==> src/pkg/sesc_regs.svh <==
/*
 * Command words, mode values and field positions for the sample
 * counter setup sequence driven by the host-side sequencer.
 * Assumes inclusion by bare name from the design file.
 */
`ifndef SESC_REGS_SVH
`define SESC_REGS_SVH

// ------------------------------------------------------------
// Counter command words
// ------------------------------------------------------------
`define SESC_CMD_SEL_MODE    16'hff01
`define SESC_CMD_SEL_LOAD    16'hff09
`define SESC_CMD_LOAD        16'hff41
`define SESC_CMD_STEP        16'hfff1
`define SESC_CMD_ARM         16'hff21

// ------------------------------------------------------------
// Mode values and count limits
// ------------------------------------------------------------
`define SESC_MODE_STD        16'h0325
`define SESC_MODE_FAST       16'h1325
`define SESC_COUNT_MIN       16'h0002
`define SESC_COUNT_MAX       16'hffff
`define SESC_LIST_STD        16
`define SESC_LIST_BIG        512

// ------------------------------------------------------------
// First command register: divide bit position
// ------------------------------------------------------------
`define SESC_DIV_BIT         3
`define SESC_CMD1_RST        16'h0000

// ------------------------------------------------------------
// Reset values and entry stepping
// ------------------------------------------------------------
`define SESC_DATA_RST        16'h0000
`define SESC_COUNT_LAST      16'h0001
`define SESC_COUNT_STEP      16'h0001
`define SESC_ENTRY_FIRST     10'h000
`define SESC_ENTRY_STEP      10'h001
`define SESC_LIST_EMPTY      10'h000
`define SESC_LIST_MIN        10'h001

`endif

==> src/pkg/sesc_pkg.sv <==
/*
 * Types shared by the sample counter sequencer.
 * Assumes sesc_regs.svh is on the include path.
 */
package sesc_pkg;
    typedef enum logic [1:0] {
        SESC_TGT_CMD,
        SESC_TGT_DATA,
        SESC_TGT_CMD1
    } sesc_tgt_e;

    typedef enum logic [3:0] {
        SESC_IDLE,
        SESC_SEL_MODE,
        SESC_WR_MODE,
        SESC_SEL_LOAD,
        SESC_WR_COUNT,
        SESC_LOAD,
        SESC_STEP,
        SESC_ARM,
        SESC_SET_DIV,
        SESC_RUN,
        SESC_ERR
    } sesc_state_e;
endpackage

==> src/hdl/sesc_ctrl.sv <==
/*
 * Host-side sequencer for the scan-list sample counter: writes the
 * command word sequence and the divide bit, then tracks conversions to
 * advance the scan-list entry with N samples per entry.
 * Assumes a simple write-strobe path to the board's command, data and
 * first command registers, each write accepted when WR_READY is high.
 */
// Notes on behaviour
// - Board setup first, then modules, chassis, enable
// - Parallel scanning needs only board programming
// - Use channel-scanning path for multiplexed scanning
// - Begin counter setup with mode select word
// - Write counter mode value to data register
// - Select counter load register next
// - Write samples-per-entry count, 2 to 65535
// - Load command transfers count into counter
// - Step command steps counter once
// - Arm command starts sample counting
// - Finally set divide bit in first command
// - Several readings per channel for multi-chassis
`include "sesc_regs.svh"

module sesc_ctrl #(
    parameter int         LIST_DEPTH = `SESC_LIST_STD,
    parameter logic [15:0] CMD1_BASE = `SESC_CMD1_RST
) (
    input  wire logic                 MCLK,
    input  wire logic                 RST,
    input  wire logic                 START,
    input  wire logic                 MULTI_SAMPLE,
    input  wire logic                 FAST_BOARD,
    input  wire logic [15:0]          SAMPLE_COUNT,
    input  wire logic [9:0]           LIST_LEN,
    input  wire logic                 WR_READY,
    input  wire logic                 CONV_DONE,
    output logic                      WR_VALID,
    output sesc_pkg::sesc_tgt_e       WR_TARGET,
    output logic [15:0]               WR_DATA,
    output logic                      SETUP_DONE,
    output logic                      SETUP_ERROR,
    output logic [9:0]                ENTRY_INDEX,
    output logic                      ENTRY_ADVANCE,
    output logic                      samples_per_entry_divide_bit
);
    import sesc_pkg::*;

    // ------------------------------------------------------------
    // Helpers
    // ------------------------------------------------------------
    function automatic logic count_ok(input logic [15:0] n);
        count_ok = (n >= `SESC_COUNT_MIN) && (n <= `SESC_COUNT_MAX);
    endfunction

    function automatic logic [9:0] list_cap(input logic [9:0] len);
        if (len == `SESC_LIST_EMPTY)
            list_cap = `SESC_LIST_MIN;
        else if (len > 10'(LIST_DEPTH))
            list_cap = 10'(LIST_DEPTH);
        else
            list_cap = len;
    endfunction

    // Last conversion of the current entry; one-sample mode ends every time
    function automatic logic last_sample(input logic multi, input logic [15:0] left);
        last_sample = !multi || (left <= `SESC_COUNT_LAST);
    endfunction

    function automatic logic [9:0] entry_after(input logic [9:0] idx, input logic [9:0] len);
        if (idx + `SESC_ENTRY_STEP >= len)
            entry_after = `SESC_ENTRY_FIRST;
        else
            entry_after = idx + `SESC_ENTRY_STEP;
    endfunction

    // Higher-speed boards need a different counter mode value
    function automatic logic [15:0] mode_word(input logic fast);
        if (fast)
            mode_word = `SESC_MODE_FAST;
        else
            mode_word = `SESC_MODE_STD;
    endfunction

    function automatic logic [15:0] div_word(input logic [15:0] base);
        div_word = base | (16'h0001 << `SESC_DIV_BIT);
    endfunction

    sesc_state_e state_r;
    sesc_state_e state_nxt;
    logic [15:0] count_r;
    logic [15:0] remain_r;
    logic        multi_r;
    logic        fast_r;
    logic [9:0]  len_r;
    logic        wr_fire;
    logic        start_take;
    logic        entry_end;

    assign wr_fire = WR_VALID && WR_READY;
    assign start_take = (state_r == SESC_IDLE) && START;
    assign entry_end  = (state_r == SESC_RUN) && CONV_DONE && last_sample(multi_r, remain_r);

    // ------------------------------------------------------------
    // Setup sequence
    // ------------------------------------------------------------
    always_comb begin
        state_nxt = state_r;
        case (state_r)
            SESC_IDLE: begin
                if (START) begin
                    if (!MULTI_SAMPLE)
                        state_nxt = SESC_RUN;
                    else if (!count_ok(SAMPLE_COUNT))
                        state_nxt = SESC_ERR;
                    else
                        state_nxt = SESC_SEL_MODE;
                end
            end
            SESC_SEL_MODE: begin
                if (wr_fire)
                    state_nxt = SESC_WR_MODE;
            end
            SESC_WR_MODE: begin
                if (wr_fire)
                    state_nxt = SESC_SEL_LOAD;
            end
            SESC_SEL_LOAD: begin
                if (wr_fire)
                    state_nxt = SESC_WR_COUNT;
            end
            SESC_WR_COUNT: begin
                if (wr_fire)
                    state_nxt = SESC_LOAD;
            end
            SESC_LOAD: begin
                if (wr_fire)
                    state_nxt = SESC_STEP;
            end
            SESC_STEP: begin
                if (wr_fire)
                    state_nxt = SESC_ARM;
            end
            SESC_ARM: begin
                if (wr_fire)
                    state_nxt = SESC_SET_DIV;
            end
            SESC_SET_DIV: begin
                if (wr_fire)
                    state_nxt = SESC_RUN;
            end
            // Only reset leaves run and error; START is taken once
            SESC_RUN:      state_nxt = SESC_RUN;
            SESC_ERR:      state_nxt = SESC_ERR;
            default:       state_nxt = SESC_IDLE;
        endcase
    end

    always_ff @(posedge MCLK) begin
        if (RST)
            state_r <= SESC_IDLE;
        else
            state_r <= state_nxt;
    end

    // ------------------------------------------------------------
    // Setup inputs
    // ------------------------------------------------------------
    // Captured at start so a mid-setup change is ignored
    always_ff @(posedge MCLK) begin
        if (RST)
            count_r <= `SESC_COUNT_MIN;
        else if (start_take)
            count_r <= SAMPLE_COUNT;
    end

    always_ff @(posedge MCLK) begin
        if (RST)
            multi_r <= 1'b0;
        else if (start_take)
            multi_r <= MULTI_SAMPLE;
    end

    always_ff @(posedge MCLK) begin
        if (RST)
            fast_r <= 1'b0;
        else if (start_take)
            fast_r <= FAST_BOARD;
    end

    // List length clamped once here, not on every advance
    always_ff @(posedge MCLK) begin
        if (RST)
            len_r <= `SESC_LIST_MIN;
        else if (start_take)
            len_r <= list_cap(LIST_LEN);
    end

    // ------------------------------------------------------------
    // Write port
    // ------------------------------------------------------------
    always_comb begin
        WR_VALID  = 1'b0;
        WR_TARGET = SESC_TGT_CMD;
        case (state_r)
            SESC_WR_MODE: begin
                WR_VALID  = 1'b1;
                WR_TARGET = SESC_TGT_DATA;
            end
            SESC_WR_COUNT: begin
                WR_VALID  = 1'b1;
                WR_TARGET = SESC_TGT_DATA;
            end
            SESC_SET_DIV: begin
                WR_VALID  = 1'b1;
                WR_TARGET = SESC_TGT_CMD1;
            end
            SESC_SEL_MODE, SESC_SEL_LOAD, SESC_LOAD, SESC_STEP, SESC_ARM: begin
                WR_VALID  = 1'b1;
                WR_TARGET = SESC_TGT_CMD;
            end
            default: begin
                WR_VALID  = 1'b0;
                WR_TARGET = SESC_TGT_CMD;
            end
        endcase
    end

    // Data held in flops; loaded one cycle ahead from the next state
    always_ff @(posedge MCLK) begin
        if (RST) begin
            WR_DATA <= `SESC_DATA_RST;
        end else begin
            case (state_nxt)
                SESC_SEL_MODE: WR_DATA <= `SESC_CMD_SEL_MODE;
                SESC_WR_MODE:  WR_DATA <= mode_word(fast_r);
                SESC_SEL_LOAD: WR_DATA <= `SESC_CMD_SEL_LOAD;
                SESC_WR_COUNT: WR_DATA <= count_r;
                SESC_LOAD:     WR_DATA <= `SESC_CMD_LOAD;
                SESC_STEP:     WR_DATA <= `SESC_CMD_STEP;
                SESC_ARM:      WR_DATA <= `SESC_CMD_ARM;
                SESC_SET_DIV:  WR_DATA <= div_word(CMD1_BASE);
                default:       WR_DATA <= WR_DATA;
            endcase
        end
    end

    // ------------------------------------------------------------
    // Status
    // ------------------------------------------------------------
    always_ff @(posedge MCLK) begin
        if (RST)
            SETUP_DONE <= 1'b0;
        else
            SETUP_DONE <= (state_nxt == SESC_RUN);
    end

    // Sticky: only reset leaves the error state
    always_ff @(posedge MCLK) begin
        if (RST)
            SETUP_ERROR <= 1'b0;
        else
            SETUP_ERROR <= (state_nxt == SESC_ERR);
    end

    always_ff @(posedge MCLK) begin
        if (RST)
            samples_per_entry_divide_bit <= 1'b0;
        else if (state_r == SESC_SET_DIV && wr_fire)
            samples_per_entry_divide_bit <= 1'b1;
    end

    // ------------------------------------------------------------
    // Entry tracking
    // ------------------------------------------------------------
    // Models the board's advance so the host knows which entry is live
    always_ff @(posedge MCLK) begin
        if (RST)
            remain_r <= `SESC_COUNT_MIN;
        else if (state_r != SESC_RUN || entry_end)
            remain_r <= count_r;
        else if (CONV_DONE)
            remain_r <= remain_r - `SESC_COUNT_STEP;
    end

    always_ff @(posedge MCLK) begin
        if (RST)
            ENTRY_INDEX <= `SESC_ENTRY_FIRST;
        else if (state_r != SESC_RUN)
            ENTRY_INDEX <= `SESC_ENTRY_FIRST;
        else if (entry_end)
            ENTRY_INDEX <= entry_after(ENTRY_INDEX, len_r);
    end

    // One-cycle pulse per finished entry
    always_ff @(posedge MCLK) begin
        if (RST)
            ENTRY_ADVANCE <= 1'b0;
        else
            ENTRY_ADVANCE <= entry_end;
    end
endmodule

==> config.mk <==
export PLATFORM = sky130hd
export DESIGN_NAME = sesc_ctrl
export DESIGN_NICKNAME = d
export VERILOG_FILES = /design/src/pkg/sesc_pkg.sv /design/src/hdl/sesc_ctrl.sv
export VERILOG_INCLUDE_DIRS = /design/src /design/src/pkg
export SDC_FILE = /design/constraint.sdc
export NUM_CORES = 1
export LEC_CHECK = 0
export ABC_AREA = 1
export BUFFER_PORTS_ARGS = -buffer_cell sky130_fd_sc_hd__buf_2
export CAP_MARGIN = 30
export CORE_AREA = 2 2 92 94
export CTS_CLUSTER_SIZE = 12
export DETAILED_ROUTE_END_ITERATION = 8
export DIE_AREA = 0 0 94 96
export PLACE_DENSITY = 0.76
export SLEW_MARGIN = 20
export SYNTH_ARGS = -nofsm -noshare
export SYNTH_HDL_FRONTEND = slang
export SYNTH_SLANG_ARGS = --single-unit
==> constraint.sdc <==
create_clock -name MCLK -period 2.9 [get_ports MCLK]
set_clock_uncertainty 0.1 [all_clocks]
set_input_delay 0.29 -clock MCLK [delete_from_list [all_inputs] [get_ports MCLK]]
set_output_delay 0.29 -clock MCLK [all_outputs]
set_load 0.01 [all_outputs]
# Word level (Yosys, flattened, before mapping)
# Memories as Yosys holds them, arrays and structs flattened. A register that Yosys moved wholly into a read port is not among the register bits.
# Index checks and enable logic that the tools add are counted.
word_totals:
  ramBits: 0
  rom_bits: 48
  latch_bits: 0
  ff_bits: 78
  output_inout_bits: 33
  elab_cells: 75
  in_bits: 33
  n_memories: 1
mem_list:
  columns: ["name", "depth", "width", "rd", "rd_clocked_by_memory_dff", "wr", "line_no", "text"]
  rows:
  - ["(no name shown)", 16, 3, 1, 1, 0, "sesc_ctrl.sv:203", "case (state_r)"]
op_classes:
  add_sub_neg: 2
  mux: 20
  bitwise_logic: 0
  mul: 0
  div_mod_pow: 0
  eq_ne: 21
  order_cmp: 5
  reduce_logical: 14
  shifts: 0
ops:
  columns: ["operator", "n"]
  rows:
  - ["case mux 16 bit (8 select lines)", 1]
  - ["two-way mux 4 bit", 12]
  - ["case mux 4 bit (11 select lines)", 1]
  - ["== test 4 x 3 -> 1 bit, second input constant", 8]
  - ["two-way mux 16 bit", 2]
  - ["two-way mux 10 bit", 3]
  - ["== test 4 bit, second input constant", 6]
  - ["== test 4 x 2 -> 1 bit, second input constant", 4]
  - [">= comparator 16 x 2 -> 1 bit, second input constant", 1]
  - ["less-or-equal comparator 16 x 1 -> 1 bit, second input constant", 1]
  - ["less-or-equal comparator 16 bit, second input constant", 1]
  - ["subtractor 16 x 1 -> 16 bit, second input constant", 1]
  - ["two-way mux 13 bit", 1]
  - ["adder 10 x 1 -> 10 bit, second input constant", 1]
  - [">= comparator 10 bit", 1]
  - ["greater-than comparator 10 x 5 -> 1 bit, second input constant", 1]
  - ["zero test 10 bit", 1]
  - ["== test 4 x 1 -> 1 bit, second input constant", 2]
  - ["nonzero test 8 bit", 1]
  - ["logical AND 1 bit", 6]
  - ["zero test 4 bit", 1]
  - ["inequality test 4 bit, second input constant", 1]
  - ["logical OR 1 bit", 2]
  - ["nonzero test 2 bit", 1]
  - ["2 further kinds", 2]

# Longest topological paths before layout
depth:
  ltp_word: 8
  depth_mapped: 16
  ltp_nobuf: 16

# Least setup slack after synthesis
# No wires, ideal clock.
synth_timing:
  path_type: "reg2reg"
  startpoint: "register ENTRY_INDEX[0]"
  endpoint: "register ENTRY_INDEX[1]"
  setup_ns: 0.124
  arrival_time_ns: 2.474
  slack_ns: 0.202
  required_time_ns: 2.676
  n_path_buf: 0
  stages_incl_launch_ff: 15
  synth_period_minus_slack_ns: 2.698
  cell_sequence: "dfxtp_1 ha_1 nand2_1 nor2_1 nand3_1 xor2_1 inv_1 ha_1 inv_1 nor3_1 nand2_1 o2111ai_1 nor2_1 a21oi_1 nor2_1"
synth_via:
  elab_chain_len: 3
synth_lines:
  columns: ["element", "line_no", "text"]
  rows:
  - ["start, declared", "sesc_ctrl.sv:41", "output logic [9:0] ENTRY_INDEX,"]
  - ["start signal, assigned", "sesc_ctrl.sv:286", "ENTRY_INDEX <= `SESC_ENTRY_FIRST;"]
  - ["start signal, assigned", "sesc_ctrl.sv:288", "ENTRY_INDEX <= `SESC_ENTRY_FIRST;"]
  - ["start signal, assigned", "sesc_ctrl.sv:290", "ENTRY_INDEX <= entry_after(ENTRY_INDEX, len_r);"]
  - ["adder 10 x 1 -> 10 bit (no line) (*)", null, null]
  - [">= comparator 10 bit", "sesc_ctrl.sv:69", "if (idx + `SESC_ENTRY_STEP >= len)"]
  - ["two-way mux 10 bit (*)", "sesc_ctrl.sv:69", null]
# Mark *: on every way between the ends. The rest lies on a longest branch, timed or not.
# A chain may end at the register's enable or synchronous reset.

# Worst setup path after layout
layout_timing:
  startpoint: "register ENTRY_INDEX[0]"
  endpoint: "register ENTRY_INDEX[4]"
# The elaborated chain is that of the path after synthesis.

==> summary.md <==
| Metric | Value |
|---|---|
| Via Count | `4,359` |
| Vias in the first global route | `3,936` |
| Root buf cell | `clkbuf_8` |
| Crit path arrival time | `2970 ps` |
| CP max stage cell | `dfxtp_2` |
| Most frequent cells in the layout | `nand2_1 (113), nor2_1 (95), inv_1 (89)` |
| Post-Synthesis Cell Area | `0.00444 sq mm` |
| Max_slew headroom | `51.4%` |
| Largest net degree at the start of global routing | `38` |
| Critical path peak fanout | `7` |
| Syn Area/Cell | `just under 7 sq um` |
| CP delay by family, top | `simple AND/OR/NAND/NOR gates` |
| Final Hold Vio Count | `0` |
| Worst Slack Setup Final | `133 ps` |
| Unique masters post-synth | `38` |
| Area grow syn2layout | `15.6%` |
| Post-route ant nets | `0` |
| Worst VDD drop | `0.000378 V` |
| Worst-Margin Slew | `around 730 ps` |
| Post-CTS Setup Inserts | `0` |
| Core ar. | `0.00805 sq mm` |
| Nature of the critical path startpoint | `flop` |
| Post-synthesis cell count | `between 600 and 700` |
| Die outline area | `approximately 0.0090 sq mm` |
| DRT iter0 DRCs | `249` |
| Yosys reg bits | `81` |
| Post-route clock period utilization | `95.4%` |
| Logic pwr share | `23.4%` |
| Fillers | `about 760` |
| Ys async rst share | `0%` |
| Port Buffers | `65` |
| CP Capture Type | `flop` |
| Post-layout minimum cycle time | `2770 ps` |
| Syn nets | `702` |
| First-pass GRT wire length | `17,700 microns` |
| Power Density | `546 mW/mm^2` |
| Final Max Tran Viols | `0` |
| GR Overflow Total | `0` |
| Cell Int Power | `0.00187 W` |
| CP dominant cell by count | `ha_1` |
| CTS Buf Count | `9` |
| Overall Power | `about 0.0028 W` |
| Worst-path clk slew | `100 ps` |
| Nets | `765` |
| CP Buf/Inv Count | `1` |
| Post-synth EDFFs | `0` |
| Residual DRC count | `0` |
| Post-DP HPWL | `~8000 microns` |
| Flop pwr share | `~46%` |
| Critical path's largest stage delay | `400 ps` |
| Number of inserted diodes | `0` |
| CP Cell Sequence | `ha_1, nand2_1, nor2_2, nand4_1, xor2_1, inv_1, ha_1, nand2_2, nor3_2, o211ai_1, o2111ai_4, nor3_1, a21oi_1, nor2_1` |
| Fin cells | `829` |
| Total I/O pin count | `66` |
| Most common cell after layout, fill and taps aside | `nand2_1` |
| Maxcap violations | `0` |
| RD Place Congestion | `0.884` |
| Endpoints failing setup | `0` |
| Initial antenna violation count | `0` |
| WS Path Type | `flop to flop` |
| Tot GR Track Use | `24.8%` |
| Routed vias/inst | `between 5 and 6` |
| Total net switching power | `between 0.0009 and 0.001 W` |
| Overall routed net length | `11,100 microns` |
| Starting Density | `roughly 55%` |
| Die height | `approximately 96 microns` |
| Skew-Pair Late Insertion Delay | `about 360 ps` |
| Die X | `approximately 94 microns` |
| Drt first pass iters | `5` |
| Ratio of cells with drive above 1 in the final layout | `17.8%` |
| Worst min path class | `primary input to flop` |
| Wire per inst | `13.3 microns` |
| Clock sink count | `between 80 and 90` |
| Pre-CTS WS | `-182 ps` |
| Prevailing post-synth register cell | `dfxtp_1` |
| Status | `finished, final reports clean` |
| Placed cell count | `roughly 810` |
| H-tree depth | `3` |
| Net Sw Frac | `approximately 33%` |
| Post-synthesis sequential area ratio | `36.5%` |
| # hold bufs at CTS | `0` |
| # rows | `33` |
| CP required | `3100 ps` |
| Ys Warns | `0` |
| Clk pwr share | `30.6%` |
| CTS tree | `done` |
| Leakage power | `2.51 nW` |
| Clk buf depth | `2` |
| Fmax | `approximately 360 MHz` |
==> Yosys cell counts (all sizes together), types with 2 or more instances <==
library cell  count  area, sq um
ha               13          163
nand3            50          265
clkbuf           15         56.3
a21oi            61          317
o211ai            3         22.5
nand3b            4         30.0
nor4              4         31.3
nand2           123          514
nor3             18         90.1
buf               7         48.8
xor2             14          123
nor2            105          443
o31ai             2         15.0
nand4             7         43.8
inv              96          363
o2111ai           2         17.5
dfxtp            81         1620
o21ai            45          236
==> worst min-delay path, delay by kind of cell <==
family	cells	cell delay [ps]
buf+inv	1	90
simple gates	2	120
==> area by class of cell <==
class / instances / area (sq um) / area share (%)
multi-input cells: 457 / 2420 / 47.2
flip-flops and latches: 81 / 1620 / 31.6
well taps: 105 / 131 / 2.56
inverters: 97 / 367 / 7.14
clock buffers: 11 / 141 / 2.75
repair buffers: 73 / 385 / 7.51
clock inverters: 5 / 62.6 / 1.22
==> flip-flops by register name, summed over array words and instances (netlist names) <==
signal / flops
ENTRY_ADVANCE: 1
ENTRY_INDEX: 10
SETUP_DONE: 1
SETUP_ERROR: 1
WR_DATA: 16
WR_TARGET: 2
WR_VALID: 1
count_r: 16
fast_r: 1
len_r: 10
multi_r: 1
remain_r: 16
samples_per_entry_divide_bit: 1
state_r: 4
==> timing repair <==
| item | 4_1_cts | 5_1_grt |
|---|---|---|
| resized for setup | 1 | 11 |
| pin swaps | 0 | 2 |
| hold endpoints to repair | 0 | 0 |
| setup endpoints to repair | 10 | 10 |
| gates cloned | 0 | 1 |
==> layer usage <==
layer / vias to the layer above / track usage, % / wire [microns]
met5: - / 0 / 0
met4: 0 / 10.7 / 289
met3: 25 / 3.92 / 518
met2: 117 / 39.3 / 5120
met1: 1983 / 33.5 / 5130
li1: 2234 / - / -
==> logic make-up (layout without fill, tap and decap cells) <==
kind of cell	count (synthesis)	after routing	share of synthesized area, %
adder cells (fa/ha/maj)	13	13	3.66
flip-flops	81	81	36.5
XOR/XNOR	15	15	2.96
buffers and inverters	119	186	10.6
AND/OR/NAND/NOR	312	312	32.1
AO/OA/AOI/OAI	116	117	14.2
==> path summary, 6_finish.rpt <==
path,end,slack [ps],from,depth (start not counted)
max,ENTRY_INDEX[4],130,ENTRY_INDEX[0],14
min reg2reg,samples_per_entry_divide_bit,350,samples_per_entry_divide_bit,2
min,len_r[0],80,LIST_LEN[0],3
max reg2reg,ENTRY_INDEX[4],130,ENTRY_INDEX[0],14
==> power by group through the flow <==
stage	clock network, W	registers [W]	logic [W]
finish	0.000858	0.00129	0.000656
global route	0.000908	0.00130	0.000738
CTS	0.000864	0.00129	0.000645
detailed placement	0	0.00131	0.000638
global placement	0	0.00131	0.000629
floorplan	0	0.00131	0.000463
==> per-stage QoR <==
step | hold WS (ps) | setup TNS, ps | util [%] | area (sq um)
final | 75.4 | 0 | 63.7 | 5130
after global routing | 65.6 | -304 | 63.7 | 5130
after CTS | 67.9 | 0 | 62.9 | 5060
after detailed placement | 339 | -1480 | 60.3 | 4850
after global placement | 335 | -710 | 60.3 | 4850
after floorplan | 303 | 0 | - | 4440
No activity file was read; power rests on OpenSTA's default activity.
